[src/logic/input_event_diagnostics_pkg.sv]
package input_event_diagnostics_pkg;

  // Word-aligned Wishbone byte offsets.
  localparam logic [7:0] REG_CONTROL    = 8'h00;
  localparam logic [7:0] REG_VALUES     = 8'h04;
  localparam logic [7:0] REG_DELAY_LO   = 8'h08;
  localparam logic [7:0] REG_DELAY_HI   = 8'h0C;
  localparam logic [7:0] REG_EDGE_SEL   = 8'h10;
  localparam logic [7:0] REG_DIAG_EN    = 8'h14;
  localparam logic [7:0] REG_HW_INT     = 8'h18;
  localparam logic [7:0] REG_ALARM      = 8'h1C;
  localparam logic [7:0] REG_INT_STATUS = 8'h20;
  localparam logic [7:0] REG_INT_MASK   = 8'h24;
  localparam logic [7:0] REG_DIAG_STATE = 8'h28;

  // Control register fields.
  localparam int CTRL_VALUE_STATUS_BIT = 0;
  localparam int CTRL_ISOCHRONOUS_BIT  = 1;
  localparam int CTRL_COMMIT_BIT       = 2;

  // Hardware interrupt and alarm mailbox fields.
  localparam int HW_PENDING_BIT  = 0;
  localparam int HW_RISING_BIT   = 1;
  localparam int HW_CHANNEL_LSB  = 4;
  localparam int ALARM_CHAN_LSB  = 8;
  localparam int ALARM_VALID_BIT = 31;

  // Interrupt status bits.
  localparam int IRQ_HW_BIT    = 0;
  localparam int IRQ_ALARM_BIT = 1;
  localparam int IRQ_LOST_BIT  = 2;

  // Diagnostic error codes (decimal).
  localparam logic [7:0] CODE_SUPPLY_MISSING = 8'd17;
  localparam logic [7:0] CODE_WIRE_BREAK     = 8'd6;
  localparam logic [7:0] CODE_HW_INT_LOST    = 8'd22;

  // Delay selector encodings; the preset is 3.2 ms.
  localparam logic [2:0] DELAY_SEL_RESET = 3'h4;
  localparam logic [31:0] DELAY_LO_RESET = 32'h4444_4444;
  localparam logic [31:0] DELAY_HI_RESET = 32'h4444_4444;

  // Filter delays in microseconds and the clock rate.
  localparam int CLOCK_MHZ          = 20;
  localparam int DELAY_0_US         = 50;
  localparam int DELAY_1_US         = 100;
  localparam int DELAY_2_US         = 400;
  localparam int DELAY_3_US         = 1600;
  localparam int DELAY_4_US         = 3200;
  localparam int DELAY_5_US         = 12800;
  localparam int DELAY_6_US         = 20000;
  localparam int FILTER_PROC_MIN_US = 80;
  localparam int BUS_CYCLE_MIN_US   = 250;
  localparam int BLINK_HALF_MS      = 250;
  localparam int DELAY_CNT_W        = 23;

  typedef enum logic [1:0] {
    ALARM_NONE   = 2'b00,
    ALARM_LOST   = 2'b01,
    ALARM_SUPPLY = 2'b10,
    ALARM_WIRE   = 2'b11
  } alarm_kind_t;

endpackage

[src/logic/channel_input_filter.sv]
`timescale 1ns/1ps

// Accepts a new input level only after it has been stable for the delay.
module channel_input_filter
  import input_event_diagnostics_pkg::*;
#(
  parameter int CNT_W = DELAY_CNT_W
) (
  // Clock and reset.
  input  wire logic             i_clock,
  input  wire logic             i_nrst,
  // Raw input and delay.
  input  wire logic             i_raw,
  input  wire logic [CNT_W-1:0] i_delay_cycles,
  // Filtered level.
  output logic                  o_level
);

  if (CNT_W < 2) begin : g_check
    $error("channel_input_filter: counter too narrow");
  end

  logic [CNT_W-1:0] count;
  logic [CNT_W-1:0] next_count;
  logic             level;
  logic             next_level;

  // Both transition directions use the same delay.
  always_comb begin
    next_count = '0;
    next_level = level;
    if (i_raw != level) begin
      if (count + 1'b1 >= i_delay_cycles) begin
        next_level = i_raw;
      end else begin
        next_count = count + 1'b1;
      end
    end
  end

  always_ff @(posedge i_clock or negedge i_nrst) begin
    if (!i_nrst) begin
      count <= '0;
      level <= 1'b0;
    end else begin
      count <= next_count;
      level <= next_level;
    end
  end

  assign o_level = level;

endmodule // channel_input_filter

[src/logic/input_event_diagnostics.sv]
// How it works
// - Loss of load supply or a wire break on an enabled channel raises a diagnostic interrupt.
// - Each channel raises a hardware interrupt on rising, falling or both edges as selected.
// - Every diagnostic event posts one alarm, and the error lamp flashes while a fault stays.
// - A missing load supply alarm carries code 17.
// - An open input circuit alarm carries code 6.
// - An edge that arrives while a hardware interrupt is unacknowledged is dropped, code 22.
// - The lost-interrupt condition stays latched until a new parameter assignment.
// - Each channel's delay is 0.05, 0.1, 0.4, 1.6, 3.2, 12.8 or 20 ms for both directions.
// - In isochronous mode the shortest setting filters for at least 80 us in total.
// - With value status on, one validity bit per channel reads zero for an invalid reading.
// - Supply loss is judged per channel, so every enabled channel posts its own alarm.
`timescale 1ns/1ps

module input_event_diagnostics
  import input_event_diagnostics_pkg::*;
#(
  parameter int CHANNELS        = 16,
  parameter int DELAY_0_CYCLES  = DELAY_0_US * CLOCK_MHZ,
  parameter int DELAY_1_CYCLES  = DELAY_1_US * CLOCK_MHZ,
  parameter int DELAY_2_CYCLES  = DELAY_2_US * CLOCK_MHZ,
  parameter int DELAY_3_CYCLES  = DELAY_3_US * CLOCK_MHZ,
  parameter int DELAY_4_CYCLES  = DELAY_4_US * CLOCK_MHZ,
  parameter int DELAY_5_CYCLES  = DELAY_5_US * CLOCK_MHZ,
  parameter int DELAY_6_CYCLES  = DELAY_6_US * CLOCK_MHZ,
  parameter int ISO_MIN_CYCLES  = FILTER_PROC_MIN_US * CLOCK_MHZ,
  parameter int BLINK_CYCLES    = BLINK_HALF_MS * 1000 * CLOCK_MHZ
) (
  // Clock and reset.
  input  wire logic                i_clock,
  input  wire logic                i_nrst,
  // Wishbone slave.
  input  wire logic                i_wb_cyc,
  input  wire logic                i_wb_stb,
  input  wire logic                i_wb_we,
  input  wire logic [7:0]          i_wb_adr,
  input  wire logic [3:0]          i_wb_sel,
  input  wire logic [31:0]         i_wb_dat,
  output logic                     o_wb_ack,
  output logic [31:0]              o_wb_dat,
  // Field side.
  input  wire logic [CHANNELS-1:0] i_channel_in,
  input  wire logic [CHANNELS-1:0] i_wire_break,
  input  wire logic                i_supply_ok,
  // Indicators.
  output logic                     o_irq,
  output logic                     o_error_led
);

  if (CHANNELS < 1 || CHANNELS > 16 || DELAY_6_CYCLES >= (1 << DELAY_CNT_W)
      || BLINK_CYCLES < 2 || BLINK_CYCLES >= (1 << 24)) begin : g_check
    $error("input_event_diagnostics: unsupported parameter values");
  end

  localparam int CW = DELAY_CNT_W;

  // Parameter and control registers.
  logic [31:0]         delay_lo, next_delay_lo;
  logic [31:0]         delay_hi, next_delay_hi;
  logic [31:0]         edge_sel, next_edge_sel;
  logic [31:0]         diag_en, next_diag_en;
  logic                value_status, next_value_status;
  logic                iso_mode, next_iso_mode;
  logic [2:0]          int_status, next_int_status;
  logic [2:0]          int_mask, next_int_mask;
  // Event state.
  logic                hw_pending, next_hw_pending;
  logic                hw_rising, next_hw_rising;
  logic [3:0]          hw_channel, next_hw_channel;
  logic                lost_latched, next_lost_latched;
  logic                lost_pend, next_lost_pend;
  logic [CHANNELS-1:0] supply_pend, next_supply_pend;
  logic [CHANNELS-1:0] wire_pend, next_wire_pend;
  logic [CHANNELS-1:0] supply_seen, next_supply_seen;
  logic [CHANNELS-1:0] wire_seen, next_wire_seen;
  logic                alarm_valid, next_alarm_valid;
  logic [7:0]          alarm_code, next_alarm_code;
  logic [3:0]          alarm_chan, next_alarm_chan;
  logic [CHANNELS-1:0] filt_prev;
  // Bus and indicator outputs.
  logic                ack, next_ack;
  logic [31:0]         rdata, next_rdata;
  logic                irq, next_irq;
  logic [23:0]         blink_cnt, next_blink_cnt;
  logic                blink, next_blink;
  logic                led, next_led;

  logic [CHANNELS-1:0] filt;
  logic [CHANNELS-1:0] rise_ev;
  logic [CHANNELS-1:0] fall_ev;
  logic [CHANNELS-1:0] supply_fault;
  logic [CHANNELS-1:0] wire_fault;
  logic [CHANNELS-1:0] valid_bits;

  // Per-channel filter, edge and fault terms.
  for (genvar c = 0; c < CHANNELS; c++) begin : g_chan
    logic [2:0]    sel;
    logic [CW-1:0] cycles;
    assign sel = (c < 8) ? delay_lo[(c % 8) * 4 +: 3] : delay_hi[(c % 8) * 4 +: 3];
    always_comb begin
      case (sel)
        3'h0:    cycles = iso_mode ? CW'(ISO_MIN_CYCLES) : CW'(DELAY_0_CYCLES);
        3'h1:    cycles = CW'(DELAY_1_CYCLES);
        3'h2:    cycles = CW'(DELAY_2_CYCLES);
        3'h3:    cycles = CW'(DELAY_3_CYCLES);
        3'h4:    cycles = CW'(DELAY_4_CYCLES);
        3'h5:    cycles = CW'(DELAY_5_CYCLES);
        default: cycles = CW'(DELAY_6_CYCLES);
      endcase
    end
    channel_input_filter #(.CNT_W(CW)) u_filter (
      .i_clock        (i_clock),
      .i_nrst         (i_nrst),
      .i_raw          (i_channel_in[c]),
      .i_delay_cycles (cycles),
      .o_level        (filt[c])
    );
    // Edges come from the filtered level, never the raw pin.
    assign rise_ev[c]      = filt[c] & ~filt_prev[c] & edge_sel[c];
    assign fall_ev[c]      = ~filt[c] & filt_prev[c] & edge_sel[16 + c];
    assign supply_fault[c] = ~i_supply_ok & diag_en[c];
    assign wire_fault[c]   = i_wire_break[c] & diag_en[16 + c];
    assign valid_bits[c]   = value_status & i_supply_ok & ~i_wire_break[c];
  end

  logic                 bus_req;
  logic                 wr;
  logic [31:0]          wmask;
  logic                 commit;
  logic                 any_edge;
  logic [3:0]           edge_chan;
  logic                 edge_rising;
  alarm_kind_t          pick;
  logic [3:0]           pick_chan;

  assign bus_req = i_wb_cyc & i_wb_stb & ~ack;
  assign wr      = i_wb_cyc & i_wb_stb & i_wb_we & ack;
  assign wmask   = {{8{i_wb_sel[3]}}, {8{i_wb_sel[2]}}, {8{i_wb_sel[1]}}, {8{i_wb_sel[0]}}};
  assign commit  = wr & (i_wb_adr == REG_CONTROL) & i_wb_sel[0] & i_wb_dat[CTRL_COMMIT_BIT];

  // Lowest channel wins among simultaneous edges; the rest count as lost.
  always_comb begin
    any_edge    = 1'b0;
    edge_chan   = 4'h0;
    edge_rising = 1'b0;
    for (int i = CHANNELS - 1; i >= 0; i--) begin
      if (rise_ev[i] | fall_ev[i]) begin
        any_edge    = 1'b1;
        edge_chan   = 4'(i);
        edge_rising = rise_ev[i];
      end
    end
  end

  // Alarm selection: lost interrupt first, then supply, then wire break.
  always_comb begin
    pick      = ALARM_NONE;
    pick_chan = 4'h0;
    for (int i = CHANNELS - 1; i >= 0; i--) begin
      if (wire_pend[i]) begin
        pick      = ALARM_WIRE;
        pick_chan = 4'(i);
      end
    end
    for (int i = CHANNELS - 1; i >= 0; i--) begin
      if (supply_pend[i]) begin
        pick      = ALARM_SUPPLY;
        pick_chan = 4'(i);
      end
    end
    if (lost_pend) begin
      pick      = ALARM_LOST;
      pick_chan = hw_channel;
    end
  end

  // Event and alarm state.
  always_comb begin
    logic ack_hw;
    logic ack_alarm;
    logic hw_edge_lost;
    ack_hw       = wr & (i_wb_adr == REG_HW_INT) & i_wb_sel[0] & i_wb_dat[HW_PENDING_BIT];
    ack_alarm    = wr & (i_wb_adr == REG_ALARM) & i_wb_sel[3] & i_wb_dat[ALARM_VALID_BIT];
    hw_edge_lost = 1'b0;

    next_hw_pending   = hw_pending & ~ack_hw;
    next_hw_rising    = hw_rising;
    next_hw_channel   = hw_channel;
    next_lost_latched = lost_latched & ~commit;
    next_lost_pend    = lost_pend;
    next_supply_seen  = supply_fault;
    next_wire_seen    = wire_fault;
    // A fault onset sets its alarm; a fault that ends before posting is still reported.
    next_supply_pend  = supply_pend | (supply_fault & ~supply_seen);
    next_wire_pend    = wire_pend | (wire_fault & ~wire_seen);
    next_alarm_valid  = alarm_valid & ~ack_alarm;
    next_alarm_code   = alarm_code;
    next_alarm_chan   = alarm_chan;

    if (any_edge) begin
      if (hw_pending) begin
        hw_edge_lost = 1'b1;
      end else begin
        next_hw_pending = 1'b1;
        next_hw_rising  = edge_rising;
        next_hw_channel = edge_chan;
      end
      if ((rise_ev | fall_ev) != (CHANNELS'(1) << edge_chan)) begin
        hw_edge_lost = 1'b1;
      end
    end
    if (hw_edge_lost) begin
      next_lost_latched = 1'b1;
      next_lost_pend    = 1'b1;
    end

    // The mailbox holds one alarm; the next one posts once software frees it.
    if (!next_alarm_valid && pick != ALARM_NONE) begin
      next_alarm_valid = 1'b1;
      next_alarm_chan  = pick_chan;
      case (pick)
        ALARM_LOST: begin
          next_alarm_code = CODE_HW_INT_LOST;
          next_lost_pend  = hw_edge_lost;
        end
        ALARM_SUPPLY: begin
          next_alarm_code = CODE_SUPPLY_MISSING;
          next_supply_pend[pick_chan] = supply_fault[pick_chan] & ~supply_seen[pick_chan];
        end
        default: begin
          next_alarm_code = CODE_WIRE_BREAK;
          next_wire_pend[pick_chan] = wire_fault[pick_chan] & ~wire_seen[pick_chan];
        end
      endcase
    end
  end

  always_ff @(posedge i_clock or negedge i_nrst) begin
    if (!i_nrst) begin
      hw_pending   <= 1'b0;
      hw_rising    <= 1'b0;
      hw_channel   <= 4'h0;
      lost_latched <= 1'b0;
      lost_pend    <= 1'b0;
      supply_pend  <= '0;
      wire_pend    <= '0;
      supply_seen  <= '0;
      wire_seen    <= '0;
      alarm_valid  <= 1'b0;
      alarm_code   <= 8'h00;
      alarm_chan   <= 4'h0;
      filt_prev    <= '0;
    end else begin
      hw_pending   <= next_hw_pending;
      hw_rising    <= next_hw_rising;
      hw_channel   <= next_hw_channel;
      lost_latched <= next_lost_latched;
      lost_pend    <= next_lost_pend;
      supply_pend  <= next_supply_pend;
      wire_pend    <= next_wire_pend;
      supply_seen  <= next_supply_seen;
      wire_seen    <= next_wire_seen;
      alarm_valid  <= next_alarm_valid;
      alarm_code   <= next_alarm_code;
      alarm_chan   <= next_alarm_chan;
      filt_prev    <= filt;
    end
  end

  // Registers, interrupt status and bus answer.
  always_comb begin
    logic [2:0] events;
    logic [2:0] clear;
    events = '0;
    events[IRQ_HW_BIT]    = next_hw_pending & ~hw_pending;
    events[IRQ_ALARM_BIT] = next_alarm_valid & ~alarm_valid;
    events[IRQ_LOST_BIT]  = next_lost_latched & ~lost_latched;
    clear = '0;

    next_delay_lo     = delay_lo;
    next_delay_hi     = delay_hi;
    next_edge_sel     = edge_sel;
    next_diag_en      = diag_en;
    next_value_status = value_status;
    next_iso_mode     = iso_mode;
    next_int_mask     = int_mask;
    next_ack          = bus_req;
    next_rdata        = 32'h0000_0000;

    if (wr) begin
      case (i_wb_adr)
        REG_CONTROL: begin
          if (i_wb_sel[0]) begin
            next_value_status = i_wb_dat[CTRL_VALUE_STATUS_BIT];
            next_iso_mode     = i_wb_dat[CTRL_ISOCHRONOUS_BIT];
          end
        end
        REG_DELAY_LO:   next_delay_lo = (delay_lo & ~wmask) | (i_wb_dat & wmask);
        REG_DELAY_HI:   next_delay_hi = (delay_hi & ~wmask) | (i_wb_dat & wmask);
        REG_EDGE_SEL:   next_edge_sel = (edge_sel & ~wmask) | (i_wb_dat & wmask);
        REG_DIAG_EN:    next_diag_en  = (diag_en & ~wmask) | (i_wb_dat & wmask);
        REG_INT_STATUS: clear = i_wb_dat[2:0] & {3{i_wb_sel[0]}};
        REG_INT_MASK:   next_int_mask = i_wb_sel[0] ? i_wb_dat[2:0] : int_mask;
        default: ;
      endcase
    end else if (bus_req && !i_wb_we) begin
      case (i_wb_adr)
        REG_CONTROL: begin
          next_rdata[CTRL_VALUE_STATUS_BIT] = value_status;
          next_rdata[CTRL_ISOCHRONOUS_BIT]  = iso_mode;
        end
        REG_VALUES: begin
          next_rdata[CHANNELS-1:0]    = filt;
          next_rdata[16 +: CHANNELS]  = valid_bits;
        end
        REG_DELAY_LO:   next_rdata = delay_lo;
        REG_DELAY_HI:   next_rdata = delay_hi;
        REG_EDGE_SEL:   next_rdata = edge_sel;
        REG_DIAG_EN:    next_rdata = diag_en;
        REG_HW_INT: begin
          next_rdata[HW_PENDING_BIT]          = hw_pending;
          next_rdata[HW_RISING_BIT]           = hw_rising;
          next_rdata[HW_CHANNEL_LSB +: 4]     = hw_channel;
        end
        REG_ALARM: begin
          next_rdata[7:0]                     = alarm_code;
          next_rdata[ALARM_CHAN_LSB +: 4]     = alarm_chan;
          next_rdata[ALARM_VALID_BIT]         = alarm_valid;
        end
        REG_INT_STATUS: next_rdata[2:0] = int_status;
        REG_INT_MASK:   next_rdata[2:0] = int_mask;
        REG_DIAG_STATE: begin
          next_rdata[CHANNELS-1:0] = supply_fault | wire_fault;
          next_rdata[16]           = lost_latched;
          next_rdata[17]           = i_supply_ok;
        end
        default: ;
      endcase
    end

    // A new event in the clearing cycle keeps its bit set.
    next_int_status = (int_status & ~clear) | events;
    next_irq        = |(next_int_status & next_int_mask);

    // Lamp flashes while any fault or the lost latch is present.
    next_blink_cnt = blink_cnt + 24'h00_0001;
    next_blink     = blink;
    if (blink_cnt >= 24'(BLINK_CYCLES - 1)) begin
      next_blink_cnt = 24'h00_0000;
      next_blink     = ~blink;
    end
    next_led = (|(supply_fault | wire_fault) | lost_latched) & next_blink;
  end

  always_ff @(posedge i_clock or negedge i_nrst) begin
    if (!i_nrst) begin
      delay_lo     <= DELAY_LO_RESET;
      delay_hi     <= DELAY_HI_RESET;
      edge_sel     <= 32'h0000_0000;
      diag_en      <= 32'h0000_0000;
      value_status <= 1'b0;
      iso_mode     <= 1'b0;
      int_status   <= 3'h0;
      int_mask     <= 3'h0;
      ack          <= 1'b0;
      rdata        <= 32'h0000_0000;
      irq          <= 1'b0;
      blink_cnt    <= 24'h00_0000;
      blink        <= 1'b0;
      led          <= 1'b0;
    end else begin
      delay_lo     <= next_delay_lo;
      delay_hi     <= next_delay_hi;
      edge_sel     <= next_edge_sel;
      diag_en      <= next_diag_en;
      value_status <= next_value_status;
      iso_mode     <= next_iso_mode;
      int_status   <= next_int_status;
      int_mask     <= next_int_mask;
      ack          <= next_ack;
      rdata        <= next_rdata;
      irq          <= next_irq;
      blink_cnt    <= next_blink_cnt;
      blink        <= next_blink;
      led          <= next_led;
    end
  end

  assign o_wb_ack    = ack;
  assign o_wb_dat    = rdata;
  assign o_irq       = irq;
  assign o_error_led = led;

endmodule // input_event_diagnostics

[config.mk]
export PLATFORM = sky130hd
export DESIGN_NAME = input_event_diagnostics
export DESIGN_NICKNAME = d
export VERILOG_FILES = /design/src/logic/input_event_diagnostics_pkg.sv /design/src/logic/channel_input_filter.sv /design/src/logic/input_event_diagnostics.sv
export SDC_FILE = /design/constraint.sdc
export NUM_CORES = 2
export LEC_CHECK = 0
export BUFFER_PORTS_ARGS = -buffer_cell sky130_fd_sc_hd__buf_4
export CAP_MARGIN = 30
export CORE_ASPECT_RATIO = 1.2
export CORE_MARGIN = 1.5
export CORE_UTILIZATION = 45
export DETAILED_ROUTE_END_ITERATION = 8
export PLACE_DENSITY = 0.7
export SYNTH_ARGS = -nofsm -noshare
export SYNTH_HDL_FRONTEND = slang
export SYNTH_SLANG_ARGS = --single-unit
[constraint.sdc]
create_clock -name i_clock -period 10.4 [get_ports i_clock]
set_input_delay 1.56 -clock i_clock [delete_from_list [all_inputs] [get_ports i_clock]]
set_output_delay 1.56 -clock i_clock [all_outputs]
set_load 0.005 [all_outputs]
* Word-level counts from Yosys, hierarchy flattened *
Cells that the tools add are included.
Widths: inputs -> output; s select.

storage, ports and cells
  bits in registers = 681

operators by class
  $add $sub $neg = 17
  $lt $le $gt $ge = 19
  eq/ne operators = 109
  shift-type cells = 1
  multiplexer cells = 207
  bitwise logic cells = 234
  reductions and logical operators = 48

operators by type and width
  operator               count
  $pmux 19 s6            16
  $mux 23                32
  $add 23x1->23 const B  16
  $ge 23x19->1           16
  $mux 4                 49
  $and 32x32->32         5
  $and 1x1->1            135
  $or 32x32->32          4
  $eq 3x2->1 const B     32
  $eq 3x3->1 const B     32
  $mux 2                 33
  $pmux 13 s5            1
  $mux 16                4
  $mux 32                2
  $or 16x16->16          4
  $not 1->1              59
  $eq 3x1->1 const B     16
  $logic_not 3->1        16
  $mux 1                 48
  $reduce_and 2->1       21
  $pmux 6 s6             1
  $and 16x16->16         2
  $bwmux 16              2
  $eq 8x5->1 const B     4
  38 further kinds       85

* Depth between registers and ports, before layout *
  depth in word-level cells = 40
  gate-level depth with buffers = 17

* Hierarchy *
A second synthesis with hierarchy kept.

unflattened totals
  cell total of the unflattened synthesis = 4897
  area, all modules = 45332.2 um^2

by module, submodules not included
  module                   instances  cells each  area each (um^2)  seq. area each (um^2)
  channel_input_filter     16         196         1809.2            600.6
  input_event_diagnostics  1          1761        16384.5           7327.0

* Worst setup path after synthesis *
OpenSTA, ideal clock, no wires.

  kind = input-to-reg
  start point = in i_wb_adr[5]
  end point = reg wire_pend[0]
  setup time = 0.136 ns
  data arrival time = 3.732 ns
  data required time = 10.264 ns
  path slack = 6.533 ns
  stages = 11
  path buffers = 2
  cells stage by stage = or4b_1 clkbuf_1 nor3_2 nand4_1 nand2_1 nand2b_1 clkbuf_1 nor3_1 nand2_1 o21ai_0 o21ai_0

between the ends
  word-level cells in the longest chain between the ends = 9

ends and longest elaborated chain
  item                         RTL line                        text
  start, declared              input_event_diagnostics.sv:36   input wire logic [7:0] i_wb_adr,
  $eq 8x5->1                   input_event_diagnostics.sv:183  ack_alarm = wr & (i_wb_adr == REG_ALARM) & i_wb_sel[3] & i_wb_dat[ALARM_VALID_BIT];
  $and 1x1->1 (3 in series)    input_event_diagnostics.sv:183
  $not 1->1                    input_event_diagnostics.sv:196  next_alarm_valid = alarm_valid & ~ack_alarm;
  $and 1x1->1                  input_event_diagnostics.sv:196
  $logic_not 1->1              input_event_diagnostics.sv:218  if (!next_alarm_valid && pick != ALARM_NONE) begin
  $logic_and 1x1->1            input_event_diagnostics.sv:218
  $mux 16                      input_event_diagnostics.sv:218
  named net next_wire_pend[0]  input_event_diagnostics.sv:73   logic [CHANNELS-1:0] wire_pend, next_wire_pend;
  end signal, assigned         input_event_diagnostics.sv:260  wire_pend <= next_wire_pend;
  end, declared                input_event_diagnostics.sv:73

The timed path passes the listed nets, and every way through them passes these cells.
A chain may end at the register's enable or synchronous reset.

* Final worst setup path *
  start point = reg iso_mode
  end point = reg g_chan[11].u_filter.count[6]

between the ends
  word-level cells in the longest chain between the ends = 5

ends and longest elaborated chain
  item                                         RTL line                        text
  start, declared                              input_event_diagnostics.sv:63   logic iso_mode, next_iso_mode;
  start signal, assigned                       input_event_diagnostics.sv:377  iso_mode <= next_iso_mode;
  $mux 11                                      input_event_diagnostics.sv:102  3'h0: cycles = iso_mode ? CW'(ISO_MIN_CYCLES) : CW'(DELAY_0_CYCLES);
  $pmux 19 s6                                  input_event_diagnostics.sv:101  case (sel)
  $ge 23x19->1                                 channel_input_filter.sv:33      if (count + 1'b1 >= i_delay_cycles) begin
  $mux 23                                      channel_input_filter.sv:33
  $mux 23                                      channel_input_filter.sv:32      if (i_raw != level) begin
  named net g_chan[11].u_filter.next_count[6]  channel_input_filter.sv:24      logic [CNT_W-1:0] next_count;
  end signal, assigned                         channel_input_filter.sv:46      count <= next_count;
  end, declared                                channel_input_filter.sv:23      logic [CNT_W-1:0] count;

The timed path passes the listed nets, and every way through them passes these cells.

==> flow_metrics.env <==
export IMPL_setup_tns_ns=0
export IMPL_cts_setup_buffers=0
export IMPL_crit_fanout=27
export IMPL_row_count=118
export IMPL_rsz0062_at_grt="false"
export IMPL_synthTopCellsByArea="dfrtp_1 (42%), ha_1 (8.9%), xnor2_1 (4.6%)"
export IMPL_ys_ff_latch=676
export IMPL_layout_drive_gt1_share=0.120
export IMPL_ys_warn_count=0
export IMPL_core_region_area_um2=86100
export IMPL_cts_buffer_depth=3
export IMPL_grt_pass1_vias=29700
export IMPL_clkLatencyLatePin_ns=0.64
export IMPL_max_freq_mhz=236
export IMPL_synth_cells=3980
export IMPL_holdCritPathClass="register to register"
export IMPL_syn_area_um2=39000
export IMPL_fin_worst_skew_ns=0.0280
export IMPL_tightest_slew_ns=1.14
export IMPL_area_delta_synth_final_pct=12.9
export IMPL_place_hpwl_um=73900
export IMPL_worst_slew_margin_rel=0.234
export IMPL_clkSinkCount=676
export IMPL_async_flop_share=1.00
export IMPL_synth_edff_count=0
export IMPL_postCtsHoldBufs=0
export IMPL_wl_um=99700
export IMPL_crit_path_end_kind="register"
export IMPL_drtPass1Iterations=9
export IMPL_ys_seq_area_frac=0.434
export IMPL_h_tree_depth=3
export IMPL_finalMaxSlewViolations=0
export IMPL_worstPathArrival_ns=4.78
export IMPL_cts_tree="built"
export IMPL_cp_required_ns=10.95
export IMPL_cts_buffers=76
export IMPL_portBuffers=116
export IMPL_p_leak_nw=21.3
export IMPL_clk_pin_slew_ns=0.06
export IMPL_cts_root_buf="clkbuf_16"
export IMPL_drt_iter0_markers=2573
export IMPL_synth_area_per_cell_um2=9.80
export IMPL_ctsResizeCount=0
export IMPL_antenna_found_initial=18
export IMPL_grt_max_degree=172
export IMPL_crit_type="register to register"
export IMPL_drv_cap=0
export IMPL_ant_nets=0
export IMPL_ys_flop_type="dfrtp_1"
export IMPL_yosysTopAreaCell="dfrtp_1"
export IMPL_gr_total_overflow=0
export IMPL_netlist_area_leader_share=0.424
export IMPL_fp_dieW_um=272
export IMPL_status="finished, final reports clean"
export IMPL_peakVddDrop_mv=0.107
export IMPL_start_util=0.453
export IMPL_nNetsFinal=4492
export IMPL_synth_most_common_cell="dfrtp_1"
export IMPL_drc=0
export IMPL_num_vias=30300
export IMPL_finalSetupViolations=0
export IMPL_ios=117
export IMPL_synth_common_cells="dfrtp_1 (660), nor2_1 (337), nand2_1 (314), ha_1 (277), xnor2_1 (204)"
export IMPL_viasPerCell=5.69
export IMPL_final_util=0.511
export IMPL_worstSetupStartpointType="register"
export IMPL_grt_pass1_wl_um=160000
export IMPL_synth_cell_types=79
export IMPL_avgRoutedWirePerCell_um=18.7
export IMPL_gp_congestion=0.931
export IMPL_layout_min_cycle_time_ns=4.23
export IMPL_power_density_nw_per_um2=131
export IMPL_dieArea_um2=88400
export IMPL_timing_final_crit_share=0.407
export IMPL_hold_viol=0
export IMPL_grt_use_total=0.226
export IMPL_die_h_um=325
-- layout make-up --
cell class,count,area (µm²)
well taps,1140,1430
multi-input cells,3129,21400
clock inverters,31,482
diodes,2,5.00
inverters,103,387
repair buffers,147,1160
clock buffers,105,2180
fillers,7711,42100
flip-flops and latches,676,16900
-- cells by family after synthesis --
family,share of synthesized area
adder cells (fa/ha/maj),0.0889
AND/OR/NAND/NOR,0.216
other,0.0000962
buffers and inverters,0.0234
multiplexers,0.0535
flip-flops,0.434
XOR/XNOR,0.0757
AO/OA/AOI/OAI,0.108
-- stage by stage --
step           area [µm²]  std cells  hold slack [ns]  worst slack (ns)  power (mW)
2_1_floorplan       39200       4044            0.352              6.53        2.84
3_3_place_gp        41300       5190            0.446              5.92        2.98
3_5_place_dp        41300       5192            0.448              5.90        2.98
4_1_cts             44000       5328            0.455              6.10        5.84
5_1_grt             44000       5332            0.477              5.84        5.99
6_report            44000       5333            0.451              6.17        5.78
-- path summary, 6_finish.rpt --
path                                              from                            to  slack, ns  cells past startpoint
setup reg to reg                              iso_mode  g_chan[11].u_filter.count[6]       6.17                     13
max in group asynchronous                       i_nrst   g_chan[7].u_filter.count[7]       7.22                      3
min in group asynchronous                       i_nrst   g_chan[9].u_filter.count[4]       0.95                      1
hold / removal             g_chan[4].u_filter.count[0]   g_chan[4].u_filter.count[0]       0.45                      1
hold reg to reg            g_chan[4].u_filter.count[0]   g_chan[4].u_filter.count[0]       0.45                      1
setup / recovery                              iso_mode  g_chan[11].u_filter.count[6]       6.17                     13
-- metal layers --
metal  global-route usage  vias up  wire length (µm)  share of wire
met1                0.292    14700             41500           0.42
met3               0.0631      221              8710          0.087
met5                    0        -               183         0.0018
li1                     -    14400                 -              -
met2                0.363      916             46000           0.46
met4               0.0772       30              3200          0.032
-- power breakdown --
group          internal (mW)  switching (mW)  total [mW]  leakage [nW]
logic                 0.0794           0.150       0.230          11.0
clock network           1.74            1.10        2.84          1.30
registers               2.67          0.0400        2.71          9.01
-- layout by cell type (no fill, tap or decap), types with 11 or more instances in the layout --
| master | count |
|---|---|
| inv_1 | 103 |
| a21oi_1 | 124 |
| mux2i_1 | 44 |
| nor2b_1 | 184 |
| o21ai_0 | 142 |
| o211ai_1 | 13 |
| a31oi_1 | 46 |
| nor4_1 | 34 |
| and3_1 | 179 |
| nand3_1 | 196 |
| xor2_1 | 133 |
| or2_2 | 54 |
| nand2b_1 | 68 |
| or3_1 | 16 |
| conb_1 | 65 |
| nand2_1 | 314 |
| nand3b_1 | 31 |
| dfrtp_1 | 659 |
| xnor2_1 | 204 |
| and4_1 | 25 |
| and2_1 | 30 |
| a221oi_1 | 46 |
| a21boi_0 | 12 |
| nor3_1 | 73 |
| clkbuf_8 | 17 |
| nand4_1 | 77 |
| clkbuf_16 | 76 |
| nor2_1 | 335 |
| a222oi_1 | 17 |
| dfstp_2 | 16 |
| ha_1 | 277 |
| o21a_1 | 25 |
| a21o_1 | 84 |
| buf_4 | 143 |
| mux2_2 | 138 |
| a211oi_1 | 12 |
| bufinv_16 | 11 |
| clkbuf_1 | 12 |
-- critical path, cell delays in order (launching register included) --
cell	delay, ns
dfrtp_2	0.65
buf_4	0.37
nor4_1	0.61
ha_1	0.34
nand3_1	0.08
a21boi_0	0.10
o21a_1	0.18
o21a_1	0.17
o211ai_1	0.16
a31oi_1	0.11
a211oi_1	0.35
o21ai_0	0.16
or3_1	0.62
nor2b_1	0.21
Note: power is estimated with default switching activity, not from simulation.
